===== src/logic/ppufc_regs.svh =====
// offsets, field positions, reset values and timing counts of the config bank
// assumes inclusion by the package, the bank module and the bench
// Function
// - parallel mode field selects SPP/EPP/ECP combinations
// - combined mode: extended control 100 enters EPP
// - ECP modes: extended control 000 enters SPP
// - bits 3:2 pick parallel-port floppy mapping
// - bit 4 selects port one music clock
// - bit 5 selects port two music clock
// - music clock gives 31.25 kilobaud within one percent
// - bit 6 picks EPP 1.7, else 1.9
// - misc register bit 7 reads zero
// - both registers clear to zero on reset
// - floppy setup bit 0: push-pull, else open-drain
// - floppy setup bit 1 floats floppy outputs
// - floppy setup bit 2 picks non-burst DMA
// - bit 5 swaps drive/motor selects on parallel port
// - floppy setup bits 7:6 read zero
// - output type and float skip parallel-port floppy
// - density-one pin normal, forced high, or floating
`ifndef PPUFC_REGS_SVH
`define PPUFC_REGS_SVH

`define PPUFC_IDX_MISC 8'h04
`define PPUFC_IDX_FSETUP 8'h05
`define PPUFC_RST_VAL 8'h00
`define PPUFC_MISC_RD_MASK 8'h7F
`define PPUFC_FSETUP_RD_MASK 8'h3F

`define PPUFC_MODE_LSB 0
`define PPUFC_PPFD_LSB 2
`define PPUFC_MUSIC1_BIT 4
`define PPUFC_MUSIC2_BIT 5
`define PPUFC_EPPTYPE_BIT 6
`define PPUFC_OTYPE_BIT 0
`define PPUFC_FLOAT_BIT 1
`define PPUFC_DMA_BIT 2
`define PPUFC_DEN_LSB 3
`define PPUFC_SWAP_BIT 5

`define PPUFC_ECR_SPP 3'h0
`define PPUFC_ECR_EPP 3'h4

`define PPUFC_CLK_HZ 250000000
`define PPUFC_MUSIC_BAUD 31250
`define PPUFC_OVERSAMPLE 16
`define PPUFC_MUSIC_DIV (`PPUFC_CLK_HZ / (`PPUFC_MUSIC_BAUD * `PPUFC_OVERSAMPLE))
`define PPUFC_DIV_W 12

`endif


===== src/logic/ppufc_pkg.sv =====
// types of the parallel/serial/floppy configuration bank
// assumes the constants header sits beside it
package ppufc_pkg;
`include "ppufc_regs.svh"

   // parallel-port operating state, one-hot
   typedef enum logic [2:0] {
      PPUFC_OP_SPP = 3'h1,
      PPUFC_OP_EPP = 3'h2,
      PPUFC_OP_ECP = 3'h4
   } ppufc_op_type;

   // configuration port access, one cycle strobes
   typedef struct packed {
      logic cfg_state;
      logic index_wr;
      logic data_wr;
      logic data_rd;
      logic [7:0] wdata;
   } ppufc_cfg_type;

   // floppy output group
   typedef struct packed {
      logic drive_sel0;
      logic drive_sel1;
      logic motor0;
      logic motor1;
      logic density;
      logic density_one;
   } ppufc_fdd_type;

   // whole state of the bank
   typedef struct packed {
      logic [7:0] index;
      logic [7:0] misc;
      logic [7:0] fsetup;
      logic [7:0] rdata;
      logic rvalid;
      ppufc_op_type pp_op;
      logic [`PPUFC_DIV_W-1:0] div;
      logic tick1;
      logic tick2;
      ppufc_fdd_type pin_out;
      ppufc_fdd_type pin_oe;
      ppufc_fdd_type pp_fdd;
   } ppufc_state_type;
endpackage


===== src/logic/ppufc_top.sv =====
// configuration bank for parallel-port mode, serial music clocks and floppy setup
// assumes one clock, inputs synchronous to it, host access through an index register
`timescale 1ns/1ps
`include "ppufc_regs.svh"
module ppufc_top #(
   parameter int CLK_HZ = `PPUFC_CLK_HZ,
   parameter int MUSIC_DIV = `PPUFC_MUSIC_DIV
) (
   input wire logic clock,
   input wire logic nrst,
   input wire ppufc_pkg::ppufc_cfg_type cfg,
   output logic [7:0] rdata,
   output logic rvalid,
   input wire logic cfg_one_bit3,
   input wire logic ecr_wr,
   input wire logic [2:0] ecr_mode,
   output ppufc_pkg::ppufc_op_type pp_op,
   output logic pp_floppy_variant_one,
   output logic pp_floppy_variant_two,
   output logic serial_one_music_clock,
   output logic serial_two_music_clock,
   output logic serial_one_baud_tick,
   output logic serial_two_baud_tick,
   output logic epp_v17,
   output logic fdc_dma_nonburst,
   input wire logic drive_density_one_force,
   input wire ppufc_pkg::ppufc_fdd_type fdc_core,
   output ppufc_pkg::ppufc_fdd_type fdd_pin_out,
   output ppufc_pkg::ppufc_fdd_type fdd_pin_oe,
   output ppufc_pkg::ppufc_fdd_type pp_fdd_out
);
   import ppufc_pkg::*;

   // the divider must fit and the music rate must land within one percent
   localparam int REAL_BAUD = CLK_HZ / (MUSIC_DIV * `PPUFC_OVERSAMPLE);
   localparam int BAUD_ERR = (REAL_BAUD > `PPUFC_MUSIC_BAUD) ?
      REAL_BAUD - `PPUFC_MUSIC_BAUD : `PPUFC_MUSIC_BAUD - REAL_BAUD;
   if (MUSIC_DIV < 2 || MUSIC_DIV >= (1 << `PPUFC_DIV_W) ||
       BAUD_ERR * 100 > `PPUFC_MUSIC_BAUD) begin : g_bad_divider
      $error("ppufc_top: music divider out of range");
   end

   localparam logic [`PPUFC_DIV_W-1:0] DIV_LAST = `PPUFC_DIV_W'(MUSIC_DIV - 1);

   logic rst_meta;
   logic rst_n;
   ppufc_state_type state;
   ppufc_state_type next_state;

   // reset released through two flops, asserted at once
   always_ff @(posedge clock or negedge nrst) begin
      if (!nrst) begin
         rst_meta <= 1'b0;
         rst_n <= 1'b0;
      end else begin
         rst_meta <= 1'b1;
         rst_n <= rst_meta;
      end
   end

   // open-drain only pulls low, push-pull drives both levels
   function automatic logic pin_enable(input logic v, input logic push, input logic flt);
      pin_enable = !flt && (push || !v);
   endfunction

   function automatic logic pin_level(input logic v, input logic push);
      pin_level = push ? v : 1'b0;
   endfunction

   logic [1:0] mode_f;
   logic [1:0] den_f;
   logic flt;
   logic push;
   ppufc_fdd_type drv;

   assign mode_f = state.misc[`PPUFC_MODE_LSB +: 2];
   assign den_f = state.fsetup[`PPUFC_DEN_LSB +: 2];
   assign flt = state.fsetup[`PPUFC_FLOAT_BIT];
   assign push = state.fsetup[`PPUFC_OTYPE_BIT];

   // next state: register access, parallel mode tracking, music divider, pins
   always_comb begin
      next_state = state;
      next_state.rvalid = 1'b0;
      drv = fdc_core;
      // host access only counts in the configuration state
      if (cfg.cfg_state && cfg.index_wr) begin
         next_state.index = cfg.wdata;
      end else if (cfg.cfg_state && cfg.data_wr) begin
         if (state.index == `PPUFC_IDX_MISC) begin
            next_state.misc = cfg.wdata & `PPUFC_MISC_RD_MASK;
            // a new mode restarts the port in its base operation
            if (cfg.wdata[`PPUFC_MODE_LSB +: 2] != mode_f) begin
               case (cfg.wdata[`PPUFC_MODE_LSB +: 2])
                  2'h0: next_state.pp_op = PPUFC_OP_SPP;
                  2'h1: next_state.pp_op = PPUFC_OP_EPP;
                  default: next_state.pp_op = PPUFC_OP_ECP;
               endcase
            end
         end else if (state.index == `PPUFC_IDX_FSETUP) begin
            next_state.fsetup = cfg.wdata & `PPUFC_FSETUP_RD_MASK;
         end
      end else if (ecr_wr && mode_f[1]) begin
         // extended control writes steer the ECP-capable settings
         if (ecr_mode == `PPUFC_ECR_SPP) begin
            next_state.pp_op = PPUFC_OP_SPP;
         end else if (ecr_mode == `PPUFC_ECR_EPP && mode_f[0]) begin
            next_state.pp_op = PPUFC_OP_EPP;
         end else begin
            next_state.pp_op = PPUFC_OP_ECP;
         end
      end
      // unmapped indices read zero; reserved bits are stored as zero
      if (cfg.cfg_state && cfg.data_rd) begin
         next_state.rvalid = 1'b1;
         if (state.index == `PPUFC_IDX_MISC) begin
            next_state.rdata = state.misc;
         end else if (state.index == `PPUFC_IDX_FSETUP) begin
            next_state.rdata = state.fsetup;
         end else begin
            next_state.rdata = 8'h00;
         end
      end
      // one shared divider; ticks at 16x the music rate
      next_state.div = (state.div == DIV_LAST) ? '0 : state.div + 1'b1;
      next_state.tick1 = (state.div == DIV_LAST) && state.misc[`PPUFC_MUSIC1_BIT];
      next_state.tick2 = (state.div == DIV_LAST) && state.misc[`PPUFC_MUSIC2_BIT];
      // density select forcing; reserved code behaves as normal
      case (den_f)
         2'h2: drv.density = 1'b1;
         2'h3: drv.density = 1'b0;
         default: drv.density = fdc_core.density;
      endcase
      if (drive_density_one_force) begin
         drv.density_one = 1'b1;
      end
      next_state.pin_out.drive_sel0 = pin_level(drv.drive_sel0, push);
      next_state.pin_out.drive_sel1 = pin_level(drv.drive_sel1, push);
      next_state.pin_out.motor0 = pin_level(drv.motor0, push);
      next_state.pin_out.motor1 = pin_level(drv.motor1, push);
      next_state.pin_out.density = pin_level(drv.density, push);
      next_state.pin_out.density_one = pin_level(drv.density_one, push);
      next_state.pin_oe.drive_sel0 = pin_enable(drv.drive_sel0, push, flt);
      next_state.pin_oe.drive_sel1 = pin_enable(drv.drive_sel1, push, flt);
      next_state.pin_oe.motor0 = pin_enable(drv.motor0, push, flt);
      next_state.pin_oe.motor1 = pin_enable(drv.motor1, push, flt);
      next_state.pin_oe.density = pin_enable(drv.density, push, flt);
      next_state.pin_oe.density_one = pin_enable(drv.density_one, push, flt);
      // parallel-port floppy path ignores type and float, honours swap
      next_state.pp_fdd = drv;
      if (state.fsetup[`PPUFC_SWAP_BIT]) begin
         next_state.pp_fdd.drive_sel0 = drv.drive_sel1;
         next_state.pp_fdd.drive_sel1 = drv.drive_sel0;
         next_state.pp_fdd.motor0 = drv.motor1;
         next_state.pp_fdd.motor1 = drv.motor0;
      end
   end

   // single state register; all of it clears to zero except pp_op, which starts in SPP
   always_ff @(posedge clock or negedge rst_n) begin
      if (!rst_n) begin
         state <= '0;
         state.pp_op <= PPUFC_OP_SPP;
      end else begin
         state <= next_state;
      end
   end

   // outputs from state; pp_op forced to SPP while cfg_one_bit3 is high
   assign rdata = state.rdata;
   assign rvalid = state.rvalid;
   assign pp_op = cfg_one_bit3 ? PPUFC_OP_SPP : state.pp_op;
   assign pp_floppy_variant_one = state.misc[`PPUFC_PPFD_LSB +: 2] == 2'h1;
   assign pp_floppy_variant_two = state.misc[`PPUFC_PPFD_LSB +: 2] == 2'h2;
   assign serial_one_music_clock = state.misc[`PPUFC_MUSIC1_BIT];
   assign serial_two_music_clock = state.misc[`PPUFC_MUSIC2_BIT];
   assign serial_one_baud_tick = state.tick1;
   assign serial_two_baud_tick = state.tick2;
   assign epp_v17 = state.misc[`PPUFC_EPPTYPE_BIT];
   assign fdc_dma_nonburst = state.fsetup[`PPUFC_DMA_BIT];
   assign fdd_pin_out = state.pin_out;
   assign fdd_pin_oe = state.pin_oe;
   assign pp_fdd_out = state.pp_fdd;

   // helper: cycles since the previous port-one tick
   logic [`PPUFC_DIV_W-1:0] since_tick;
   always_ff @(posedge clock or negedge rst_n) begin
      if (!rst_n) begin
         since_tick <= '0;
      end else begin
         since_tick <= state.tick1 ? '0 : since_tick + 1'b1;
      end
   end
   logic seen_tick;
   always_ff @(posedge clock or negedge rst_n) begin
      if (!rst_n) begin
         seen_tick <= 1'b0;
      end else if (state.tick1) begin
         seen_tick <= 1'b1;
      end else if (!state.misc[`PPUFC_MUSIC1_BIT]) begin
         seen_tick <= 1'b0;
      end
   end

   // port-two twin of the spacing helper
   logic [`PPUFC_DIV_W-1:0] since_tick2;
   always_ff @(posedge clock or negedge rst_n) begin
      if (!rst_n) begin
         since_tick2 <= '0;
      end else begin
         since_tick2 <= state.tick2 ? '0 : since_tick2 + 1'b1;
      end
   end
   logic seen_tick2;
   always_ff @(posedge clock or negedge rst_n) begin
      if (!rst_n) begin
         seen_tick2 <= 1'b0;
      end else if (state.tick2) begin
         seen_tick2 <= 1'b1;
      end else if (!state.misc[`PPUFC_MUSIC2_BIT]) begin
         seen_tick2 <= 1'b0;
      end
   end
endmodule


===== config.mk =====
export PLATFORM = sky130hd
export DESIGN_NAME = ppufc_top
export DESIGN_NICKNAME = d
export VERILOG_FILES = /design/src/logic/ppufc_pkg.sv /design/src/logic/ppufc_top.sv
export VERILOG_INCLUDE_DIRS = /design/src /design/src/logic
export SDC_FILE = /design/constraint.sdc
export NUM_CORES = 1
export LEC_CHECK = 0
export ABC_AREA = 1
export BUFFER_PORTS_ARGS = -buffer_cell sky130_fd_sc_hd__buf_4
export CORE_MARGIN = 2
export CORE_UTILIZATION = 54
export CTS_CLUSTER_SIZE = 8
export DETAILED_ROUTE_END_ITERATION = 10
export GPL_ROUTABILITY_DRIVEN = 0
export PLACE_DENSITY = 0.79
export SLEW_MARGIN = 10
export SYNTH_ARGS = -nofsm -noshare
export SYNTH_HDL_FRONTEND = slang
export SYNTH_SLANG_ARGS = --single-unit

===== constraint.sdc =====
create_clock -name clock -period 2.2 [get_ports clock]
set_input_delay 0 -clock clock [delete_from_list [all_inputs] [get_ports clock]]
set_output_delay 0 -clock clock [all_outputs]
set_load 0.02 [all_outputs]

Yosys cells after proc, flatten, opt, wreduce, memory -nomap -nowiden
Index checks and enable logic that the tools add are counted.
{"block": "word_totals", "reg_bits": 66, "latchBits": 0, "ram_bits": 0, "rom_bits": 0, "out_inout_bits": 38, "mem_count": 0}
{"block": "op_classes", "add_sub_neg": 1, "mul": 0, "div_mod_pow": 0, "n_lt_le_gt_ge": 0, "eq_ne": 12, "shifts": 0, "n_mux": 21, "bitwise_logic": 2, "reduce_logical": 32}
{"op": "3-bit two-way mux", "count": 7}
{"op": "8-bit by 3-bit == test with 1-bit output, second input constant", "count": 2}
{"op": "1-bit logical AND", "count": 13}
{"op": "12-bit by 1-bit adder with 12-bit output, second input constant", "count": 1}
{"op": "12-bit by 9-bit == test with 1-bit output, second input constant", "count": 1}
{"op": "12-bit two-way mux", "count": 1}
{"op": "1-bit two-way mux", "count": 8}
{"op": "4-bit AND reduction", "count": 2}
{"op": "1-bit zero test", "count": 7}
{"op": "7-bit two-way mux", "count": 1}
{"op": "2-bit == test, second input constant", "count": 3}
{"op": "1-bit logical OR", "count": 6}
{"op": "6-bit two-way mux", "count": 1}
{"op": "3-bit case mux with 2 select lines", "count": 1}
{"op": "2-bit by 1-bit == test with 1-bit output, second input constant", "count": 2}
{"op": "4-bit two-way mux", "count": 1}
{"op": "2-bit by 1-bit != test with 1-bit output, second input constant", "count": 2}
{"op": "3-bit == test, second input constant", "count": 1}
{"op": "3-bit zero test", "count": 1}
{"op": "3-bit AND reduction", "count": 1}
{"op": "2-bit zero test", "count": 1}
{"op": "2-bit != test", "count": 1}
{"op": "1-bit NOT", "count": 2}
{"op": "1-bit case mux with 2 select lines", "count": 1}
{"op": "2-bit nonzero test", "count": 1}

Longest topological paths before layout
Gate-level depths: netlist (run 1).
{"block": "depth", "word_depth": 6, "ltp_mapped": 8, "ltp_nobuf": 8}

Worst setup path before layout (run 1)
OpenSTA, ideal clock, no wires.
{"block": "synth_path", "path_type": "reg2reg", "start": "register state[63] in the netlist's numbering", "end": "register state, in the netlist fdc_dma_nonburst", "arrival_ns": 1.132, "t_required_ns": 2.083, "setup_slack_ns": 0.951, "path_stages_with_launch": 9, "path_buffers": 1, "path_cell_list": "dfrtp_1 inv_1 nand2_1 nor3_4 and2_4 buf_8 nand2_4 nand2_1 nand2_1"}
{"block": "synth_between", "elab_chain_len": 3}
{"item": "start, declared", "line_no": "ppufc_top.sv:47", "source": "ppufc_state_type state;"}
{"item": "start signal, assigned", "line_no": "ppufc_top.sv:165", "source": "state <= next_state;"}
{"item": "8-bit by 3-bit == test with 1-bit output (no line)"}
{"item": "1-bit NOT (no line)"}
{"item": "4-bit AND reduction (no line) *"}
Every way passes the cells marked *; elsewhere a longest branch is shown, timed or not.
A chain may end at the register's enable or synchronous reset.

Worst setup path after layout (run 1)
Ends and elaborated chain as after synthesis.

==> results of run 1 <==
## timing repair
item | in CTS | in global routing
hold buffers | 23 | 0
setup buffers | 0 | 0
endpoints found under the hold margin | 36 | 0
## worst max path at each step
| stage | slack, ns | endpoint | from |
|---|---|---|---|
| final | 0.42 | fdc_dma_nonburst$_DFFE_PN0P_ | state[63]$_DFFE_PN0P_ |
| after global routing | 0.31 | fdc_dma_nonburst$_DFFE_PN0P_ | state[63]$_DFFE_PN0P_ |
| after CTS | 0.43 | den_f[1]$_DFFE_PN0P_ | state[63]$_DFFE_PN0P_ |
| after detailed placement | 0.79 | epp_v17$_DFFE_PN0P_ | state[65]$_DFFE_PN0P_ |
| after global placement | 0.80 | state[54]$_DFFE_PN0P_ | state[61]$_DFFE_PN0P_ |
| after floorplan | 0.23 | den_f[0]$_DFFE_PN0P_ | rst_n$_DFF_PN0_ |
## flip-flops by register name (all words and copies together) (netlist names), 2 cells and up
name,count
state,26
pp_fdd_out,6
rdata,7
fdd_pin_out,6
fdd_pin_oe,6
mode_f,2
den_f,2
## power breakdown
group	switching [mW]	internal (mW)
Clock	0.456	0.520
Sequential	0.0640	1.30
Combinational	0.242	0.182
Total	0.762	2.00
## metal layers
metal	global-route usage [%]	vias to the layer above	part of all wire, %
li1	-	1178	-
met1	28.6	1055	44
met2	34.9	75	49
met3	4.98	8	6.0
met4	7.24	0	1.3
met5	0	-	0
## worst reg2reg max path: stages, from the launching register on
cell and delay, ns:
dfrtp_1 0.39, inv_1 0.06, nand2_1 0.09, nor3_4 0.23, and2_4 0.25, nand3_1 0.08, dlygate4sd3_1 0.56, nand2_1 0.06
## cells in the final DEF, fill, tap and decap left out, drive strengths merged
cell / count
dfstp: 1
nand4: 3
clkinvlp: 2
clkbuf: 11
or2: 1
and2: 1
o21ai: 22
nand3b: 1
a21oi: 22
bufinv: 1
o21bai: 1
nand3: 23
nor2: 36
nor3: 3
dfrtp: 65
dlygate4sd3: 23
inv: 48
clkinv: 3
xnor2: 2
o21a: 1
nand2: 73
conb: 2
ha: 1
buf: 64
xor2: 7
## kinds of logic after synthesis
kind of cell               synth area share [%]
and+or+nand+nor                            20.5
buffers and inverters                      13.8
DFF                                        53.9
AOI/OAI and AO/OA                          8.64
xor gates and xnor gates                   2.57
other                                     0.245
adders and majority gates                 0.408
## area by class of cell
cell class,instances,area (sq um),share of cell area (%)
well taps,72,90.1,2.36
flip-flops and latches,66,1650,43.3
multi-input cells,199,992,26.0
clock buffers,11,131,3.44
inverters,49,184,4.82
repair buffers,87,711,18.6
clock inverters,5,55.1,1.44
## metrics by stage
stage               setup WS (ns)  area (sq um)  util (%)  cells
CTS                         0.435          3820      69.3    489
global route                0.307          3820      69.3    489
detailed placement          0.790          3400      61.8    450
global placement            0.802          3400      61.8    450
finish                      0.420          3820      69.3    489
floorplan                   0.228          3070         -    346
==> impl_metrics.tcl, run 1 <==
set metrics [dict create \
    status "complete, no violations" \
    die_h_um 79.4 \
    synth.area.top_cells "dfrtp_1 (53%), nand2_1 (8.6%), buf_4 (6.4%)" \
    drv_slew 0 \
    synth_area_sq_um 3070 \
    max-cap-violations 0 \
    r2r_start "state[63]$_DFFE_PN0P_" \
    worstHoldPathType "in2reg" \
    worstHoldStart "cfg[10]" \
    timing.reg2reg.setup_slack_ns 0.42 \
    path_delay_family "simple AND/OR/NAND/NOR gates" \
    worstHoldPathCells 4 \
    peakVddDrop_v 0.000478 \
    synthTopCellsByCount "nand2_1 (70), dfrtp_1 (65), inv_1 (46), nor2_1 (34), buf_4 (26)" \
    drtIter0Drc 147 \
    dieArea_sq_um 6300 \
    power.total_mw 2.77 \
    numCtsBuffers 9 \
    slowest_delay_ns 0.56 \
    skew_ns 0.00717 \
    avgSynthCellArea_sq_um 8.87 \
    n_antenna_cell 0 \
    hold_path_end "flt$_DFFE_PN0P_" \
    syn_nets 373 \
    synth_cell_types 35 \
    pin_count 64 \
    antenna_found_initial 0 \
    yosysSeqAreaShare_pct 53.9 \
    synth.most_common_cell "nand2_1" \
    area_growth_pct 24.4 \
    grt_pass1_wl_um 10200 \
    ff2ff_path_depth 7 \
    crit_slowest_cell "dlygate4sd3_1" \
    critPathKind "reg2reg" \
    grt_max_degree 33 \
    finalWirelength_um 6070 \
    rsz0062_at_grt "false" \
    cp_data_arrival_time_ns 2.07 \
    htreeDepth 3 \
    synth_top_area_share_pct 53.0 \
    track_usage_pct 21.5 \
    worst_skew_pair.late_latency_ns 0.34 \
    drive_gt1_share_pct 23.5 \
    synthCells 346 \
    synth-main-ff-cell "dfrtp_1" \
    cts_buffer_depth 2 \
    synth_warnings 0 \
    hold_viol_final 0 \
    nNetsFinal 439 \
    required_ns 2.49 \
    crit_path_start_kind "register" \
    timing.fmax_mhz 562 \
    cp_common_cell "nand2_1" \
    path_cells "inv_1, nand2_1, nor3_4, and2_4, nand3_1, dlygate4sd3_1, nand2_1" \
    cp-end-kind "register" \
    synthArstFlopShare_pct 100 \
    synth-seq-cells 66 \
    post-route-period-util_pct 80.9 \
    grt-ovfl-total 0 \
    rr_endpoint "fdc_dma_nonburst$_DFFE_PN0P_" \
    vias_per_cell 4.74 \
    crit_buf_inv 2 \
    synth_top_area_cell "dfrtp_1" \
    cts_tree "built" \
    cts_resized 0 \
    cp_num_cells 7 \
    coreArea_sq_um 5510 \
    nFillCells 434 \
    grt_pass1_vias 2181 \
    pwr_density_cell_nw_per_um2 724 \
    cp_max_fo 7 \
    io_buffers 62 \
    clockRootBuffer "clkbuf_8" \
    tns_ns 0 \
    vias 2316 \
    synth_edf_count 0 \
    firstDrtPassIters 5 \
    clock_sink_count 66 \
    post-route-drc-count 0 \
    hpwl_um 4250 \
    finalSetupViolCount 0 \
    wire_per_inst_um 12.4 \
    path_clk_slew_ns 0.07 \
    start_util_pct 55.7 \
    rows 27 \
    finalCriticalPeriod_ns 1.78 \
    die_x_um 79.4 \
    p_leak_nw 1.99 \
    fin_hold_ws_ns 0.0193 \
    ant_nets 0 \
]
No activity file was read; power rests on OpenSTA's default activity.
==> run 2, diff against run 1 <==
Settings changed: CORE_UTILIZATION 54 to 49, PLACE_DENSITY 0.79 to 0.76.
Clock period 2.2 ns to 1.5 ns, I/O delays scaled along.
==> run 2 against run 1 <==
Against the previous run: via count is 3.5% higher; setup slack worse by 0.33 ns; maximum frequency is 26% higher; final cell count is 0.61% higher; largest power group unchanged; highest routed layer unchanged.
==> impl_metrics.tcl, run 2 (synthesis gave the netlist of run 1 again) <==
set metrics [dict create \
    nFillCells 491 \
    nNetsFinal 439 \
    cp_max_fo 5 \
    worst_skew_pair.late_latency_ns 0.34 \
    cp_data_arrival_time_ns 1.68 \
    tns_ns 0 \
    numCtsBuffers 9 \
    vias 2397 \
    pwr_density_cell_nw_per_um2 1040 \
    io_buffers 62 \
    layout_common_cells "nand2_1 (70), buf_4 (67), dfrtp_1 (64), inv_1 (46), nor2_1 (33)" \
    drv_slew 0 \
    rows 28 \
    grt_max_degree 65 \
    antenna_found_initial 0 \
    placed_area_sq_um 3440 \
    die_x_um 83.1 \
    wire_per_inst_um 12.9 \
    cp-end-kind "register" \
    cts_tree "built" \
    post-route-period-util_pct 93.9 \
    required_ns 1.77 \
    grt_pass1_wl_um 10900 \
    vias_per_cell 4.87 \
    p_leak_nw 2.01 \
    power.total_mw 3.98 \
    max-cap-violations 0 \
    finalCriticalPeriod_ns 1.41 \
    post-place-cells 456 \
    largest_register_ffs 26 \
    drtIter0Drc 105 \
    cts_buffer_depth 2 \
    status "complete, no violations" \
    postLayoutCellArea_sq_um 3820 \
    grt-ovfl-total 0 \
    post-route-drc-count 0 \
    area_growth_pct 24.5 \
    clock_sink_count 66 \
    clockRootBuffer "clkbuf_8" \
    skew_ns 0.00832 \
    finalSetupViolCount 0 \
    ant_nets 0 \
    hpwl_um 4430 \
    start_util_pct 51.2 \
    worstHoldPathType "in2reg" \
    track_usage_pct 19.6 \
    htreeDepth 3 \
    path_clk_slew_ns 0.07 \
    timing.fmax_mhz 710 \
    fin_cells 492 \
    grt_pass1_vias 2458 \
    dieArea_sq_um 6910 \
    coreArea_sq_um 5990 \
    critPathKind "reg2reg" \
    pin_count 64 \
    crit_path_start_kind "register" \
    regMostFlops "state" \
    layout_commonest_cell "nand2_1" \
    die_h_um 83.1 \
    n_antenna_cell 0 \
    post-route-util_pct 63.8 \
    firstDrtPassIters 4 \
    peakVddDrop_v 0.000533 \
    finalWirelength_um 6350 \
    drive_gt1_share_pct 24.5 \
    hold_viol_final 0 \
]
-- run 2: metal layers --
metal	track usage (%)	part of all wire, %	routed length, um
met1	24.7	44	2820
met2	32.8	49	3120
met3	3.98	4.7	296
met4	8.64	1.9	120
met5	0	0	0
-- run 2: worst paths after layout --
kind / depth (start not counted) / endpoint / slack (ns) / startpoint
worst min register to register: 1 / state[64]$_DFFE_PN0P_ / 0.27 / rst_n$_DFF_PN0_
worst min-delay path: 5 / state[67]$_DFFE_PN0P_ / 0.05 / cfg[11]
min in group asynchronous: 1 / state[64]$_DFFE_PN0P_ / 0.27 / rst_n$_DFF_PN0_
max in group asynchronous: 3 / rst_n$_DFF_PN0_ / 0.85 / nrst
worst max-delay path: 7 / state[28]$_DFF_PN0_ / 0.09 / state[20]$_DFF_PN0_
worst max register to register: 7 / state[28]$_DFF_PN0_ / 0.09 / state[20]$_DFF_PN0_
-- run 2: layout make-up --
cell class                 count  area, sq um  share of cell area, %
tap                           75         93.8                   2.46
inverter                      49          184                   4.81
multi-input combinational    199         1000                   26.2
clock buffer                  14          163                   4.26
clock inverter                 2         12.5                  0.328
timing repair buffer          87          713                   18.7
sequential                    66         1650                   43.3
-- run 2: stage by stage --
| stage | setup WS, ns | hold slack, ns |
|---|---|---|
| finish | 0.0920 | 0.0451 |
| global route | -0.0181 | 0.0753 |
| CTS | 0.0207 | 0.0428 |
| detailed placement | 0.0936 | -0.216 |
| global placement | 0.189 | -0.218 |
| floorplan | 0.251 | -0.296 |
-- run 2: worst max-delay path, cell delays in order (launching register included) --
cell and delay (ns):
dfrtp_1 0.37, ha_1 0.24, nand3_1 0.16, nor2_4 0.15, nand2_1 0.10, o21ai_1 0.16, nand2_1 0.08, nor2_1 0.08
-- run 2: power by group --
part | leakage [nW] | internal, mW | switching [mW]
combinational | 1.08 | 0.277 | 0.357
clock | 0.0867 | 0.690 | 0.648
sequential | 0.845 | 1.91 | 0.0974
-- run 2: timing repair --
item / 4_1_cts / 5_1_grt
endpoints found under the hold margin: 37 / 0
setup buffers: 0 / 1
hold buffers: 19 / 0
setup endpoints to repair: 0 / 4
resized for setup: 0 / 2
==> run 3, diff against run 2 <==
--- a/config.mk
+++ b/config.mk
@@ -9,10 +9,9 @@
 export ABC_AREA = 1
-export BUFFER_PORTS_ARGS = -buffer_cell sky130_fd_sc_hd__buf_4
 export CORE_MARGIN = 2
-export CORE_UTILIZATION = 49
+export CORE_UTILIZATION = 56
 export CTS_CLUSTER_SIZE = 8
 export DETAILED_ROUTE_END_ITERATION = 10
+export DONT_BUFFER_PORTS = 1
 export GPL_ROUTABILITY_DRIVEN = 0
-export PLACE_DENSITY = 0.76
-export SLEW_MARGIN = 10
+export PLACE_DENSITY = 0.74
 export SYNTH_ARGS = -nofsm -noshare
==> constraint.sdc (replaced) <==
create_clock -name clock -period 1.5 [get_ports clock]
set_input_delay 0.15 -clock clock [delete_from_list [all_inputs] [get_ports clock]]
set_output_delay 0.15 -clock clock [all_outputs]
set_load 0.02 [all_outputs]
==> run 3 against run 2 <==
Against the previous run: global-route usage rose by 1.6 points; highest routed layer unchanged; count of clock-buffer cells in the layout fell by 4; critical path type unchanged; flip-flop and latch count did not move; combinational power fell by 44%; die area fell by 12%; final cell count fell by 14%; largest cell class unchanged; cell area fell by 12%; critical path depth fell by 1.
==> impl_metrics.tcl, run 3 (synthesis gave the netlist of run 1 again) <==
set metrics [dict create \
    hpwl_um 4210 \
    pwr_density_cell_nw_per_um2 1160 \
    worst_skew_pair.late_latency_ns 0.33 \
    critPathKind "reg2reg" \
    ff_latch_area_sq_um 1650 \
    ff2ff_path_depth 6 \
    fin_cells 423 \
    path_clk_slew_ns 0.07 \
    pin_count 64 \
    largest_register_ffs 26 \
    rows 26 \
    finalCriticalPeriod_ns 1.35 \
    setup_slack_ns 0.154 \
    die_x_um 78.0 \
    tns_ns 0 \
    wire_per_inst_um 13.8 \
    worstHoldPathType "in2reg" \
    finalSetupViolCount 0 \
    grt-ovfl-total 0 \
    grt_max_degree 28 \
    firstDrtPassIters 4 \
    io_buffers 0 \
    multiInputGateArea_sq_um 1000 \
    clock_sink_count 66 \
    post-route-period-util_pct 89.7 \
    switchingPower_mw 1.07 \
    rsz0062_at_grt "false" \
    timing.fmax_mhz 743 \
    nNetsFinal 375 \
    crit_end "state[29]$_DFF_PN0_" \
    p_leak_nw 1.70 \
    cp-end-kind "register" \
    drive_gt1_share_pct 12.2 \
    cp_max_fo 4 \
    swShare_pct 27.7 \
    drtIter0Drc 131 \
    vias 2103 \
    timing.reg2reg.setup_slack_ns 0.15 \
    post-route-drc-count 0 \
    htreeDepth 3 \
    clockRootBuffer "clkbuf_8" \
    pwr-share-comb_pct 9.1 \
    r2r_start "state[22]$_DFF_PN0_" \
    max-cap-violations 0 \
    grt_pass1_wl_um 9920 \
    n_antenna_cell 0 \
    clkPwrFrac_pct 36.5 \
    finalWirelength_um 5820 \
    cp_data_arrival_time_ns 1.57 \
    pre_cts_ws_ns 0.123 \
    rr_endpoint "state[29]$_DFF_PN0_" \
    crit_path_start_kind "register" \
    track_usage_pct 21.2 \
    die_h_um 78.0 \
    start_util_pct 59.0 \
    vias_per_cell 4.97 \
    grt_pass1_vias 2036 \
    required_ns 1.72 \
    nFillCells 431 \
    worstSetupStartpoint "state[22]$_DFF_PN0_" \
    cts_tree "built" \
    post-place-cells 389 \
    drv_slew 0 \
    peakVddDrop_v 0.000818 \
    skew_ns 0.00574 \
    cts_buffer_depth 2 \
    layout_common_cells "nand2_1 (70), dfrtp_1 (64), inv_1 (46), nor2_1 (33), nand3_1 (23)" \
    hold_viol_final 0 \
    p_int_mw 2.80 \
    p_seq_share_pct 54.4 \
    regMostFlops "state" \
    antenna_found_initial 0 \
    layout_commonest_cell "nand2_1" \
    numCtsBuffers 9 \
    area_growth_pct 9.25 \
    dieArea_sq_um 6090 \
    ant_nets 0 \
    status "complete, no violations" \
    coreArea_sq_um 5200 \
]
-- run 3: area by class of cell --
type,instances,share of cell area [%]
clock buffer,10,3.81
clock inverter,6,1.72
inverter,49,5.49
multi-input combinational,199,29.9
sequential,66,49.3
tap,70,2.61
timing repair buffer,23,7.16
-- run 3: power groups by stage --
stage / Combinational [mW] / Sequential [mW] / Clock, mW
global route: 0.409 / 2.12 / 1.53
floorplan: 0.401 / 2.04 / 0
detailed placement: 0.312 / 2.15 / 0
CTS: 0.358 / 2.11 / 1.45
global placement: 0.301 / 2.14 / 0
finish: 0.353 / 2.11 / 1.41
-- run 3: through the flow --
stage               hold slack (ns)  total power [mW]  utilization, %  instance area [sq um]
floorplan                    -0.146              2.44               -                   3070
global placement             -0.146              2.44            57.3                   2980
detailed placement           -0.146              2.46            57.3                   2980
CTS                         0.00410              3.92            64.1                   3340
global route                 0.0109              4.07            64.4                   3350
finish                       0.0248              3.88            64.4                   3350
-- run 3: repair_timing --
action / 4_1_cts / 5_1_grt
setup buffers: 0 / 1
resized for setup: 0 / 3
setup endpoints to repair: 0 / 3
hold buffers: 17 / 0
hold endpoints to repair: 32 / 0
-- run 3: routing by layer --
metal | routed length (um) | up-vias | track usage [%]
met2 | 2880 | 67 | 33.2
met1 | 2560 | 978 | 28.8
li1 | - | 1050 | -
met3 | 318 | 8 | 5.75
met4 | 59 | 0 | 7.54
met5 | 0 | - | 0
-- run 3: worst max-delay path, cell delays in order, from the launching register on --
cell and delay, ns:
dfrtp_1 0.41, nand3_1 0.13, nor2_1 0.24, nand2_1 0.13, nor2_1 0.14, xor2_1 0.15, inv_1 0.05
-- run 3: how the worst min path moves through the flow --
stage,endpoint,startpoint,slack [ns],cells after the start
floorplan,rst_meta$_DFF_PN0_,nrst,-0.15,0
global placement,rst_meta$_DFF_PN0_,nrst,-0.15,0
detailed placement,rst_n$_DFF_PN0_,nrst,-0.15,0
CTS,mode_f[1]$_DFFE_PN0P_,cfg[1],0.004,2
global route,mode_f[1]$_DFFE_PN0P_,cfg[1],0.01,2
finish,mode_f[1]$_DFFE_PN0P_,cfg[1],0.02,2
